## src/shared/rst_ctl_pkg.sv

```systemverilog
// constants and types shared by the reset controller
package rst_ctl_pkg;
    // ****************************************
    // timing
    // ****************************************
    localparam int unsigned CLK_MHZ         = 125;
    localparam int unsigned STRETCH_CYCLES  = 512;
    localparam int unsigned RISE_CYCLES     = 14;
    localparam int unsigned MIN_EXT_PERIODS = 590;
    localparam int unsigned CNT_W           = 10;
    localparam logic [9:0]  STRETCH_CNT     = 10'(STRETCH_CYCLES);
    localparam logic [9:0]  RISE_CNT        = 10'(RISE_CYCLES);
    localparam logic [9:0]  CNT_ZERO        = 10'h000;
    // blanks the pin input while our own drive drains out of the synchroniser
    localparam logic [9:0]  SETTLE_CNT      = 10'h003;

    // ****************************************
    // sequencer states
    // ****************************************
    typedef enum logic [2:0] {
        ST_RUN,
        ST_WAIT_BUS,
        ST_ASSERT,
        ST_PIN_HELD,
        ST_STRETCH,
        ST_RISE,
        ST_SAMPLE,
        ST_INSTR
    } seq_state_e;
endpackage

```

## src/hw/sync2.sv

```systemverilog
// two-flop synchroniser for a pin level
`timescale 1ns/1ps
`default_nettype none
module sync2
(
    input  wire logic clk_i,
    input  wire logic rst_n_i,
    input  wire logic ce_i,
    input  wire logic rst_val_i,
    input  wire logic d_i,
    output logic      q_o
);
    logic meta;
    logic next_meta;
    logic next_q;

    always_comb
    begin
        next_meta = meta;
        next_q    = q_o;
        if (!rst_n_i)
        begin
            next_meta = rst_val_i;
            next_q    = rst_val_i;
        end
        else if (ce_i)
        begin
            next_meta = d_i;
            next_q    = meta;
        end
    end

    // reset level is chosen by the user so no false edge follows reset
    always_ff @(posedge clk_i)
    begin
        meta <= next_meta;
        q_o  <= next_q;
    end
endmodule
`default_nettype wire

```

## src/hw/mcu_reset_controller.sv

```systemverilog
// reset cause detection, stretching and bus sequencing for the controller
`timescale 1ns/1ps
`default_nettype none
// How it works
// - three reset outputs: pin drive, clock unit, core logic; clock unit reset asserts only with core reset
// - each source class selects sync/async timing and which lines assert
// - synchronous sources wait for bus cycle end, even during locked rmw
// - synchronous reset forces bus monitor on to end a stuck cycle
// - only byte or aligned word writes are guaranteed under sync reset
// - external writes complete if outside mode logic is gated by read/write
// - asynchronous sources apply reset immediately
// - reset pin passes a two-flop synchroniser before use
// - while pin held low keep core reset, then drive pin 512 more cycles
// - other sources drive pin at least 512 cycles and while source asserted
// - after internal reset wait 14 cycles, sample pin, then vector fetch
// - bus tri-stated during reset, untristatable signals held inactive
// - on reset exit drive controls inactive, data read, address driven
// - reset ends bus cycle as if acknowledged, registers take reset values
// - reset instruction drives pin 512 cycles, internal state untouched
// - halt monitor may request reset; double fault halt ends only by reset
module mcu_reset_controller
    import rst_ctl_pkg::*;
(
    input  wire logic clk_i,
    input  wire logic rst_n_i,
    input  wire logic ce_i,
    input  wire logic reset_pin_i,          // pin level, low = asserted
    input  wire logic power_up_req_i,
    input  wire logic watchdog_req_i,
    input  wire logic halt_monitor_req_i,
    input  wire logic loss_of_clock_req_i,
    input  wire logic test_req_i,
    input  wire logic reset_instr_req_i,    // one-cycle pulse from the core
    input  wire logic bus_cycle_end_i,
    input  wire logic locked_rmw_indicator,
    output logic      ext_pin_reset_drive,  // high = drive pin low
    output logic      reset_pin_oe_o,
    output logic      reset_pin_o,
    output logic      clock_unit_reset,
    output logic      core_logic_reset,
    output logic      bus_monitor_force_o,
    output logic      bus_tristate_o,
    output logic      bus_ctrl_inactive_o,
    output logic      cycle_abort_o,
    output logic      vector_fetch_o
);
    // ****************************************
    // pin synchroniser
    // ****************************************
    logic pin_sync;

    sync2 u_pin_sync
    (
        .clk_i     (clk_i),
        .rst_n_i   (rst_n_i),
        .ce_i      (ce_i),
        .rst_val_i (1'b1),
        .d_i       (reset_pin_i),
        .q_o       (pin_sync)
    );

    wire logic pin_low = ~pin_sync;
    wire logic async_src = power_up_req_i | watchdog_req_i | halt_monitor_req_i;
    wire logic sync_src  = loss_of_clock_req_i | test_req_i;
    wire logic any_src   = async_src | sync_src;

    // ****************************************
    // sequencer
    // ****************************************
    seq_state_e state;
    seq_state_e next_state;
    logic [9:0] cnt;
    logic [9:0] next_cnt;
    logic       clk_line;
    logic       next_clk_line;
    logic       src_seen;
    logic       next_src_seen;
    logic       next_pin_drive;
    logic       next_core;
    logic       next_clk_rst;
    logic       next_bmon;
    logic       next_tri;
    logic       next_inact;
    logic       next_abort;
    logic       next_fetch;
    // after the instruction drive the pin still reads low for two cycles
    wire logic  pin_ext = pin_low & (cnt == CNT_ZERO);

    always_comb
    begin
        next_state    = state;
        next_cnt      = cnt;
        next_clk_line = clk_line;
        next_src_seen = any_src;
        next_abort    = 1'b0;
        next_fetch    = 1'b0;
        if (cnt != CNT_ZERO)
        begin
            next_cnt = cnt - 10'h001;
        end
        case (state)
            ST_RUN:
            begin
                next_clk_line = 1'b0;
                if (async_src)
                begin
                    next_clk_line = 1'b1;
                    next_state    = ST_ASSERT;
                    next_abort    = 1'b1;
                    next_cnt      = STRETCH_CNT;
                end
                else if (pin_ext | sync_src)
                begin
                    // test reset leaves the clock unit running
                    next_clk_line = pin_ext | loss_of_clock_req_i;
                    next_state    = ST_WAIT_BUS;
                end
                else if (reset_instr_req_i)
                begin
                    next_state = ST_INSTR;
                    next_cnt   = STRETCH_CNT;
                end
            end
            ST_WAIT_BUS:
            begin
                // bus monitor is forced on here; rmw lock does not delay us
                // an async source does not wait for the bus
                if (bus_cycle_end_i || async_src)
                begin
                    next_state    = ST_ASSERT;
                    next_abort    = 1'b1;
                    next_cnt      = STRETCH_CNT;
                    next_clk_line = clk_line | async_src;
                end
            end
            ST_ASSERT:
            begin
                if (pin_low & ~ext_pin_reset_drive)
                begin
                    next_state = ST_PIN_HELD;
                end
                else
                begin
                    next_state = ST_STRETCH;
                    next_cnt   = STRETCH_CNT;
                end
            end
            ST_PIN_HELD:
            begin
                next_cnt = STRETCH_CNT;
                if (!pin_low)
                begin
                    next_state = ST_STRETCH;
                end
            end
            ST_STRETCH:
            begin
                if (any_src & ~src_seen)
                begin
                    next_cnt = STRETCH_CNT;
                end
                else if (any_src)
                begin
                    next_cnt = cnt; // hold while a source stays asserted
                end
                else if (cnt == 10'h001 || cnt == CNT_ZERO)
                begin
                    next_state = ST_RISE;
                    next_cnt   = RISE_CNT;
                end
            end
            ST_RISE:
            begin
                if (cnt == 10'h001 || cnt == CNT_ZERO)
                begin
                    next_state = ST_SAMPLE;
                end
            end
            ST_SAMPLE:
            begin
                if (pin_low)
                begin
                    next_state = ST_PIN_HELD; // external reset seen
                end
                else
                begin
                    next_state    = ST_RUN;
                    next_fetch    = 1'b1;
                    next_clk_line = 1'b0;
                end
            end
            ST_INSTR:
            begin
                if (async_src)
                begin
                    next_state    = ST_ASSERT;
                    next_clk_line = 1'b1;
                    next_abort    = 1'b1;
                    next_cnt      = STRETCH_CNT;
                end
                else if (cnt == 10'h001 || cnt == CNT_ZERO)
                begin
                    next_state = ST_RUN;
                    next_cnt   = SETTLE_CNT;
                end
            end
            default:
            begin
                next_state = ST_RUN;
            end
        endcase

        // outputs, registered from the next state
        next_pin_drive = (next_state == ST_STRETCH) || (next_state == ST_INSTR);
        next_core      = (next_state != ST_RUN) && (next_state != ST_INSTR)
                      && (next_state != ST_WAIT_BUS);
        next_clk_rst   = next_core & next_clk_line;
        next_bmon      = (next_state == ST_WAIT_BUS);
        next_tri       = next_core;
        next_inact     = next_core | next_fetch;

        if (!rst_n_i)
        begin
            next_state     = ST_RUN;
            next_cnt       = CNT_ZERO;
            next_clk_line  = 1'b0;
            next_src_seen  = 1'b0;
            next_pin_drive = 1'b0;
            next_core      = 1'b0;
            next_clk_rst   = 1'b0;
            next_bmon      = 1'b0;
            next_tri       = 1'b0;
            next_inact     = 1'b0;
            next_abort     = 1'b0;
            next_fetch     = 1'b0;
        end
        else if (!ce_i)
        begin
            next_state     = state;
            next_cnt       = cnt;
            next_clk_line  = clk_line;
            next_src_seen  = src_seen;
            next_pin_drive = ext_pin_reset_drive;
            next_core      = core_logic_reset;
            next_clk_rst   = clock_unit_reset;
            next_bmon      = bus_monitor_force_o;
            next_tri       = bus_tristate_o;
            next_inact     = bus_ctrl_inactive_o;
            next_abort     = cycle_abort_o;
            next_fetch     = vector_fetch_o;
        end
    end

    always_ff @(posedge clk_i)
    begin
        state               <= next_state;
        cnt                 <= next_cnt;
        clk_line            <= next_clk_line;
        src_seen            <= next_src_seen;
        ext_pin_reset_drive <= next_pin_drive;
        reset_pin_oe_o      <= next_pin_drive;
        reset_pin_o         <= 1'b0;
        core_logic_reset    <= next_core;
        clock_unit_reset    <= next_clk_rst;
        bus_monitor_force_o <= next_bmon;
        bus_tristate_o      <= next_tri;
        bus_ctrl_inactive_o <= next_inact;
        cycle_abort_o       <= next_abort;
        vector_fetch_o      <= next_fetch;
    end

    // ****************************************
    // checks
    // ****************************************
    property p_instr_keeps_core;
        @(posedge clk_i) disable iff (!rst_n_i)
        (state == ST_INSTR) |-> !core_logic_reset;
    endproperty
    a_instr_keeps_core: assert property (p_instr_keeps_core)
        else $error("core reset asserted during reset instruction");

    property p_wait_forces_monitor;
        @(posedge clk_i) disable iff (!rst_n_i)
        (state == ST_WAIT_BUS) && $past(state == ST_WAIT_BUS) |-> bus_monitor_force_o;
    endproperty
    a_wait_forces_monitor: assert property (p_wait_forces_monitor)
        else $error("bus monitor not forced while waiting");

    property p_async_fast;
        @(posedge clk_i) disable iff (!rst_n_i)
        (ce_i && (state inside {ST_RUN, ST_WAIT_BUS, ST_INSTR}) && async_src)
            |=> core_logic_reset;
    endproperty
    a_async_fast: assert property (p_async_fast)
        else $error("async source not applied at once");

    property p_sync_waits;
        @(posedge clk_i) disable iff (!rst_n_i)
        (state == ST_WAIT_BUS && !bus_cycle_end_i && !async_src) |=> !cycle_abort_o;
    endproperty
    a_sync_waits: assert property (p_sync_waits)
        else $error("sync reset applied before bus cycle end");

    property p_rmw_no_delay;
        @(posedge clk_i) disable iff (!rst_n_i)
        (ce_i && state == ST_WAIT_BUS && bus_cycle_end_i && locked_rmw_indicator)
            |=> cycle_abort_o;
    endproperty
    a_rmw_no_delay: assert property (p_rmw_no_delay)
        else $error("locked rmw delayed a sync reset");

    property p_pin_held_core;
        @(posedge clk_i) disable iff (!rst_n_i)
        (state == ST_PIN_HELD) |-> core_logic_reset && !ext_pin_reset_drive;
    endproperty
    a_pin_held_core: assert property (p_pin_held_core)
        else $error("core reset dropped while pin held");

    property p_test_no_clk;
        @(posedge clk_i) disable iff (!rst_n_i)
        (ce_i && state == ST_RUN && test_req_i && !async_src && !pin_low
            && !loss_of_clock_req_i) |=> !clk_line;
    endproperty
    a_test_no_clk: assert property (p_test_no_clk)
        else $error("test reset selected clock unit reset");

    property p_fetch_after_rise;
        @(posedge clk_i) disable iff (!rst_n_i)
        $rose(vector_fetch_o) |-> $past(state == ST_SAMPLE);
    endproperty
    a_fetch_after_rise: assert property (p_fetch_after_rise)
        else $error("vector fetch without rise-time sample");

    property p_clk_subset;
        @(posedge clk_i) disable iff (!rst_n_i)
        clock_unit_reset |-> core_logic_reset;
    endproperty
    a_clk_subset: assert property (p_clk_subset)
        else $error("clock reset without core reset");

    property p_tri_with_core;
        @(posedge clk_i) disable iff (!rst_n_i)
        core_logic_reset |-> bus_tristate_o && bus_ctrl_inactive_o;
    endproperty
    a_tri_with_core: assert property (p_tri_with_core)
        else $error("bus not tri-stated during reset");
endmodule
`default_nettype wire

```

## config.mk

```make
export PLATFORM = sky130hd
export DESIGN_NAME = mcu_reset_controller
export DESIGN_NICKNAME = d
export VERILOG_FILES = /design/src/shared/rst_ctl_pkg.sv /design/src/hw/sync2.sv /design/src/hw/mcu_reset_controller.sv
export SDC_FILE = /design/constraint.sdc
export NUM_CORES = 1
export LEC_CHECK = 0
export ABC_AREA = 1
export BUFFER_PORTS_ARGS = -buffer_cell sky130_fd_sc_hd__clkbuf_2
export CAP_MARGIN = 20
export CORE_MARGIN = 2
export CORE_UTILIZATION = 40
export DETAILED_ROUTE_END_ITERATION = 10
export GPL_ROUTABILITY_DRIVEN = 0
export PLACE_DENSITY = 0.67
export SLEW_MARGIN = 10
export SYNTH_ARGS = -nofsm -noshare
export SYNTH_HDL_FRONTEND = slang
export SYNTH_SLANG_ARGS = --single-unit
```

## constraint.sdc

```tcl
create_clock -name clk_i -period 1.7 [get_ports clk_i]
set_input_delay 0.17 -clock clk_i [delete_from_list [all_inputs] [get_ports clk_i]]
set_output_delay 0.17 -clock clk_i [all_outputs]
set_load 0.1 [all_outputs]
```

## Word-level counts from Yosys, hierarchy flattened

Index checks and enable logic that the tools add are counted.

| word-level totals | value |
|---|---|
| logic and storage cells | 91 |
| flip-flop bits (word level) | 24 |

| cells by class | value |
|---|---|
| reductions and logical operators | 11 |
| add/sub/neg operators | 1 |
| equality and inequality tests | 14 |
| bitwise operators | 15 |
| multiplexer cells | 37 |

Operators with widths:

| kind | count |
|---|---|
| $mux W10 | 11 |
| $pmux W10 S6 | 1 |
| $mux W3 | 12 |
| $pmux W3 S8 | 1 |
| $eq A3 B3 Y1 const B | 6 |
| $eq A10 B1 Y1 const B | 1 |
| $logic_not A10 Y1 | 1 |
| $reduce_bool A10 Y1 | 1 |
| $sub A10 B1 Y10 const B | 1 |
| $mux W1 | 9 |
| $or A1 B1 Y1 | 8 |
| $eq A3 B1 Y1 const B | 2 |
| $eq A3 B2 Y1 const B | 2 |
| $ne A3 B3 Y1 const B | 2 |
| $and A1 B1 Y1 | 4 |
| $pmux W1 S4 | 1 |
| $logic_not A3 Y1 | 1 |
| $logic_or A1 B1 Y1 | 3 |
| $ne A3 B1 Y1 const B | 1 |
| $not A1 Y1 | 3 |
| $reduce_bool A3 Y1 | 1 |
| $logic_and A1 B1 Y1 | 2 |
| $mux W2 | 1 |
| $pmux W1 S2 | 1 |
| other kinds (2) | 2 |

## Logic depth before layout (Yosys ltp)

| logic depth | value |
|---|---|
| word-level depth | 10 |
| mapped depth | 14 |
| gate-level depth less buffers | 13 |

## Modules after synthesis

A second synthesis with hierarchy kept.

| second synthesis, totals | value |
|---|---|
| cell total of the unflattened synthesis | 279 |
| area total of the unflattened synthesis | 1747.9 um^2 |

By module, submodules not included:

| module | sequential area each (um^2) | area an instance (um^2) | times used | cells an instance |
|---|---|---|---|---|
| mcu_reset_controller | 440.4 | 1655.3 | 1 | 269 |
| sync2 | 60.1 | 92.6 | 1 | 10 |

## Worst setup path before layout

Ideal clock, no wire load.

| path | value |
|---|---|
| path type | register to register |
| start | reg reset_pin_oe_o (netlist name) |
| end | reg bus_tristate_o |
| stages on the path, launching flop included | 12 |
| library setup time | 0.132 ns |
| arrival time | 1.970 ns |
| path slack | -0.402 ns |
| cells stage by stage | dfxtp_1 > nor2_1 > nand2_1 > nand2_1 > nor2_1 > nand2_1 > nor2_1 > nand2_1 > nor2_2 > nand2_1 > nand3_1 > a21oi_1 |

RTL lines:

| what | line | source |
|---|---|---|
| to (signal assigned) | mcu_reset_controller.sv:266 | `bus_tristate_o <= next_tri;` |
| to (decl) | mcu_reset_controller.sv:42 | `output logic bus_tristate_o,` |

## Worst setup path after layout

| path | value |
|---|---|
| start | reg state[0] |
| end | reg reset_pin_oe_o |

| on the way | value |
|---|---|
| longest elaborated chain between the ends | 6 |
| elaborated cells between the ends (all ways) | 23 |

RTL lines:

| what | line | source |
|---|---|---|
| from (decl) | mcu_reset_controller.sv:70 | `seq_state_e state;` |
| from (signal assigned) | mcu_reset_controller.sv:256 | `state <= next_state;` |
| $mux W3 (on tied branches) | mcu_reset_controller.sv:166, mcu_reset_controller.sv:118 |  |
| $mux W3 (on tied branches) | mcu_reset_controller.sv:162, mcu_reset_controller.sv:112 |  |
| $mux W3 (on tied branches) | mcu_reset_controller.sv:158, mcu_reset_controller.sv:105 |  |
| $pmux W3 S8 (*) | mcu_reset_controller.sv:101 | `case (state)` |
| $eq A3 B3 Y1 | mcu_reset_controller.sv:214 | `next_pin_drive = (next_state == ST_STRETCH) \|\| (next_state == ST_INSTR);` |
| $logic_or A1 B1 Y1 (*) | mcu_reset_controller.sv:214 |  |
| to (signal assigned) | mcu_reset_controller.sv:261 | `reset_pin_oe_o <= next_pin_drive;` |
| to (decl) | mcu_reset_controller.sv:37 | `output logic reset_pin_oe_o,` |

Mark *: on every way between the ends. The rest lies on a longest branch, timed or not.
A chain may end at the register's enable or synchronous reset.

==> reports/results.ini <==
[drt]
drc=0
dr.pass1.iters=4
ant_nets=0
drt_iter0_markers=86
via_per_inst=5.17
post_drt_wl_per_cell_um=12.9
vias=2053
postRouteWirelength_um=5130

[logic_synthesis]
yosys.area_share.simple_pct=43.1
synth_top_area_cell=dfxtp_1
synth_xor_area_share_pct=1.51
synth_cell_types=35
synthArstFlopShare_pct=0
synth-compound-area-share_pct=15.7
muxShareOfSynthArea_pct=0
yosysTopAreaCellShare_pct=27.6
yosys-top-cells-count=nand2_1 (62), nor2_1 (47), inv_1 (30), a21oi_1 (26), dfxtp_1 (24)
synth_fa_ha_area_share_pct=1.44
ys_warn_count=0
synth_seq_cells=24
yosys-top-cells-area=dfxtp_1 (28%), nand2_1 (13%), nor2_1 (10%), a21oi_1 (7.5%), inv_1 (6.5%)
synth_cells=286
syn-num-nets=300
yosysSeqAreaShare_pct=27.6
yosysMostFrequentCell=nand2_1
synth_area_um2=1740
synth_ff_type=dfxtp_1
synth_top_family_by_area=simple AND/OR/NAND/NOR gates
avgSynthCellArea_um2=6.09
synth_edf_count=0

[clock_network]
numCtsBuffers=3
clk_pin_slew_ns=0.09
cts_max_level=1
cts.sink_count=24
cts-root-buf=clkbuf_8
cts_buffer_depth=2
worstSkewPairLatency_ns=0.27
cts_tree=yes
cts_hold_buf=0

[power]
power_mw=2.25
power_frac_seq_pct=29.2
power_switching_uw=905
powerDensity_nw_per_um2=853
p_leak_nw=1.26
ir_drop_mv=0.718
clockPowerShare_pct=23.2
combPwrFrac_pct=47.6
switching_share_pct=40.2
p_int_mw=1.34

[sta]
max_freq_mhz=591
finalMaxSlewViolations=0
rsz0062_at_grt=true
min_period_over_period_pct=99.5
hold_ws_ns=0.103
timing.slew.headroom_pct=63.2
report.final.setup_viol=0
finClkSkew_ns=0.00131
layout_min_cycle_time_ns=1.69
final_hold_viol_count=0
tightest_slew_ns=0.551

[critical_path]
cp.required_ns=1.90
critPathLaunchType=flop
critPathCaptureType=flop
ff2ff_path_depth=13
crit_type=reg -> reg
timing.rr.start=state[0]
arrival_ns=1.89
timing.reg2reg.setup_slack_ns=0.008
cp_max_fo=5
r2r-end=reset_pin_oe_o

[worst_hold_path]
holdPathStages=3
holdPathEnd=u_pin_sync.meta
min_path_type=in -> reg
hold_path.startpoint=reset_pin_i

[final_layout]
num_antenna_cells=0
final_cells=397
fin_area_um2=2640
fin_util_pct=64.5
drive_above_1_share_pct=48.1
layout.nets=362
area_growth_pct=51.3

[grt]
grt_pass1_wl_um=7910
antenna_found_initial=0
grt_overflow_total=0
grt_max_degree=16
track_usage_pct=19.6
grt_pass1_vias=1792

[run_status]
status=complete, no violations

[floorplan]
die_h_um=70.0
core_um2=4090
initial_core_util_pct=42.6
rows=23
die_width_um=70.0
dieArea_um2=4900
num_io_pins=22

[place]
placed_area_um2=2140
placed_cells=384
hpwlAfterDp_um=3580
io_buffers=19

[job]
drv_cap=0

-- final cells by class --
| type | instances | area (µm²) |
|---|---|---|
| Multi-Input combinational cell | 217 | 1380 |
| Inverter | 37 | 149 |
| Clock inverter | 1 | 30.0 |
| Fill cell | 370 | 1450 |
| Tap cell | 50 | 62.6 |
| Sequential cell | 24 | 504 |
| Clock buffer | 3 | 41.3 |
| Timing Repair Buffer | 65 | 470 |
-- layer usage --
| metal | wire, µm | GRT usage (%) |
|---|---|---|
| met1 | 2110 | 24.7 |
| met2 | 2700 | 34.9 |
| met3 | 208 | 3.17 |
| met4 | 103 | 4.27 |
| met5 | 0 | 0 |
-- worst max-delay path, cell delays in order (launching register included) --
cell     delay, ns
dfxtp_4       0.44
buf_6         0.14
nor3_4        0.04
nand2_2       0.09
nand2_2       0.06
nor2_1        0.11
nand2_1       0.08
nor2_2        0.14
nand2_2       0.09
nor2_4        0.12
nand2_1       0.06
nand2_1       0.06
nand2_1       0.06
a21oi_1       0.13
-- cells by family (layout without fill, tap and decap cells) --
kind of cell               after synthesis  count (layout)
and+or+nand+nor                        160             160
AOI/OAI and AO/OA                       51              51
buffers and inverters                   45             106
DFF                                     24              24
xor gates and xnor gates                 3               3
adders and majority gates                2               2
other                                    1               1
-- state kept, by name, summed over array words and instances (netlist names) --
name / count
cnt: 10
state: 3
bus_ctrl_inactive_o: 1
bus_monitor_force_o: 1
bus_tristate_o: 1
clk_line: 1
clock_unit_reset: 1
cycle_abort_o: 1
reset_pin_oe_o: 1
src_seen: 1
u_pin_sync.meta: 1
u_pin_sync.q_o: 1
vector_fetch_o: 1
-- power by group through the flow --
stage / registers, mW / logic, mW / clock network [mW]
CTS: 0.640 / 0.881 / 0.533
global route: 0.665 / 1.17 / 0.553
floorplan: 0.743 / 0.485 / 0
detailed placement: 0.652 / 0.833 / 0
global placement: 0.650 / 0.829 / 0
finish: 0.658 / 1.07 / 0.521
-- worst max-delay path by stage --
stage / from / end / cells after the start
3_5_place_dp: cnt[0] / cnt[7] / 12
3_3_place_gp: state[1] / cnt[7] / 11
5_1_grt: state[0] / reset_pin_oe_o / 13
4_1_cts: cnt[0] / bus_tristate_o / 11
2_1_floorplan: cnt[0] / cnt[7] / 10
6_report: state[0] / reset_pin_oe_o / 13
-- placed cells by master, fill, tap and decap left out, types with 3 or more instances in the layout --
cell type,Yosys,layout
a21oi_1,26,23
dfxtp_1,24,13
nor2_2,3,11
inv_1,30,25
clkbuf_2,0,19
buf_4,3,38
nand2_1,62,47
inv_2,7,10
nor2_4,1,14
dfxtp_2,0,7
a21oi_2,2,4
dfxtp_4,0,4
o21ai_0,16,12
nor2_1,47,26
nand2_2,4,16
o21ai_1,3,6
nand3_2,2,11
nand2_4,1,3
nand3_1,19,10
buf_6,0,8
nor3_1,4,3
nand4_1,4,4
clkbuf_8,0,3
-- what timing repair did --
item,CTS,global route
endpoints found under the setup margin,15,20
pin swaps,5,20
buffers inserted,3,6
resized for setup,11,98
-- stage by stage --
stage	setup TNS, ns	setup WS, ns
after floorplan	0	0.00850
after global placement	-0.621	-0.0812
after detailed placement	-0.968	-0.117
after CTS	-0.170	-0.0420
after global routing	-0.807	-0.0890
final	0	0.00843
Power figures use the tool's default switching activity.
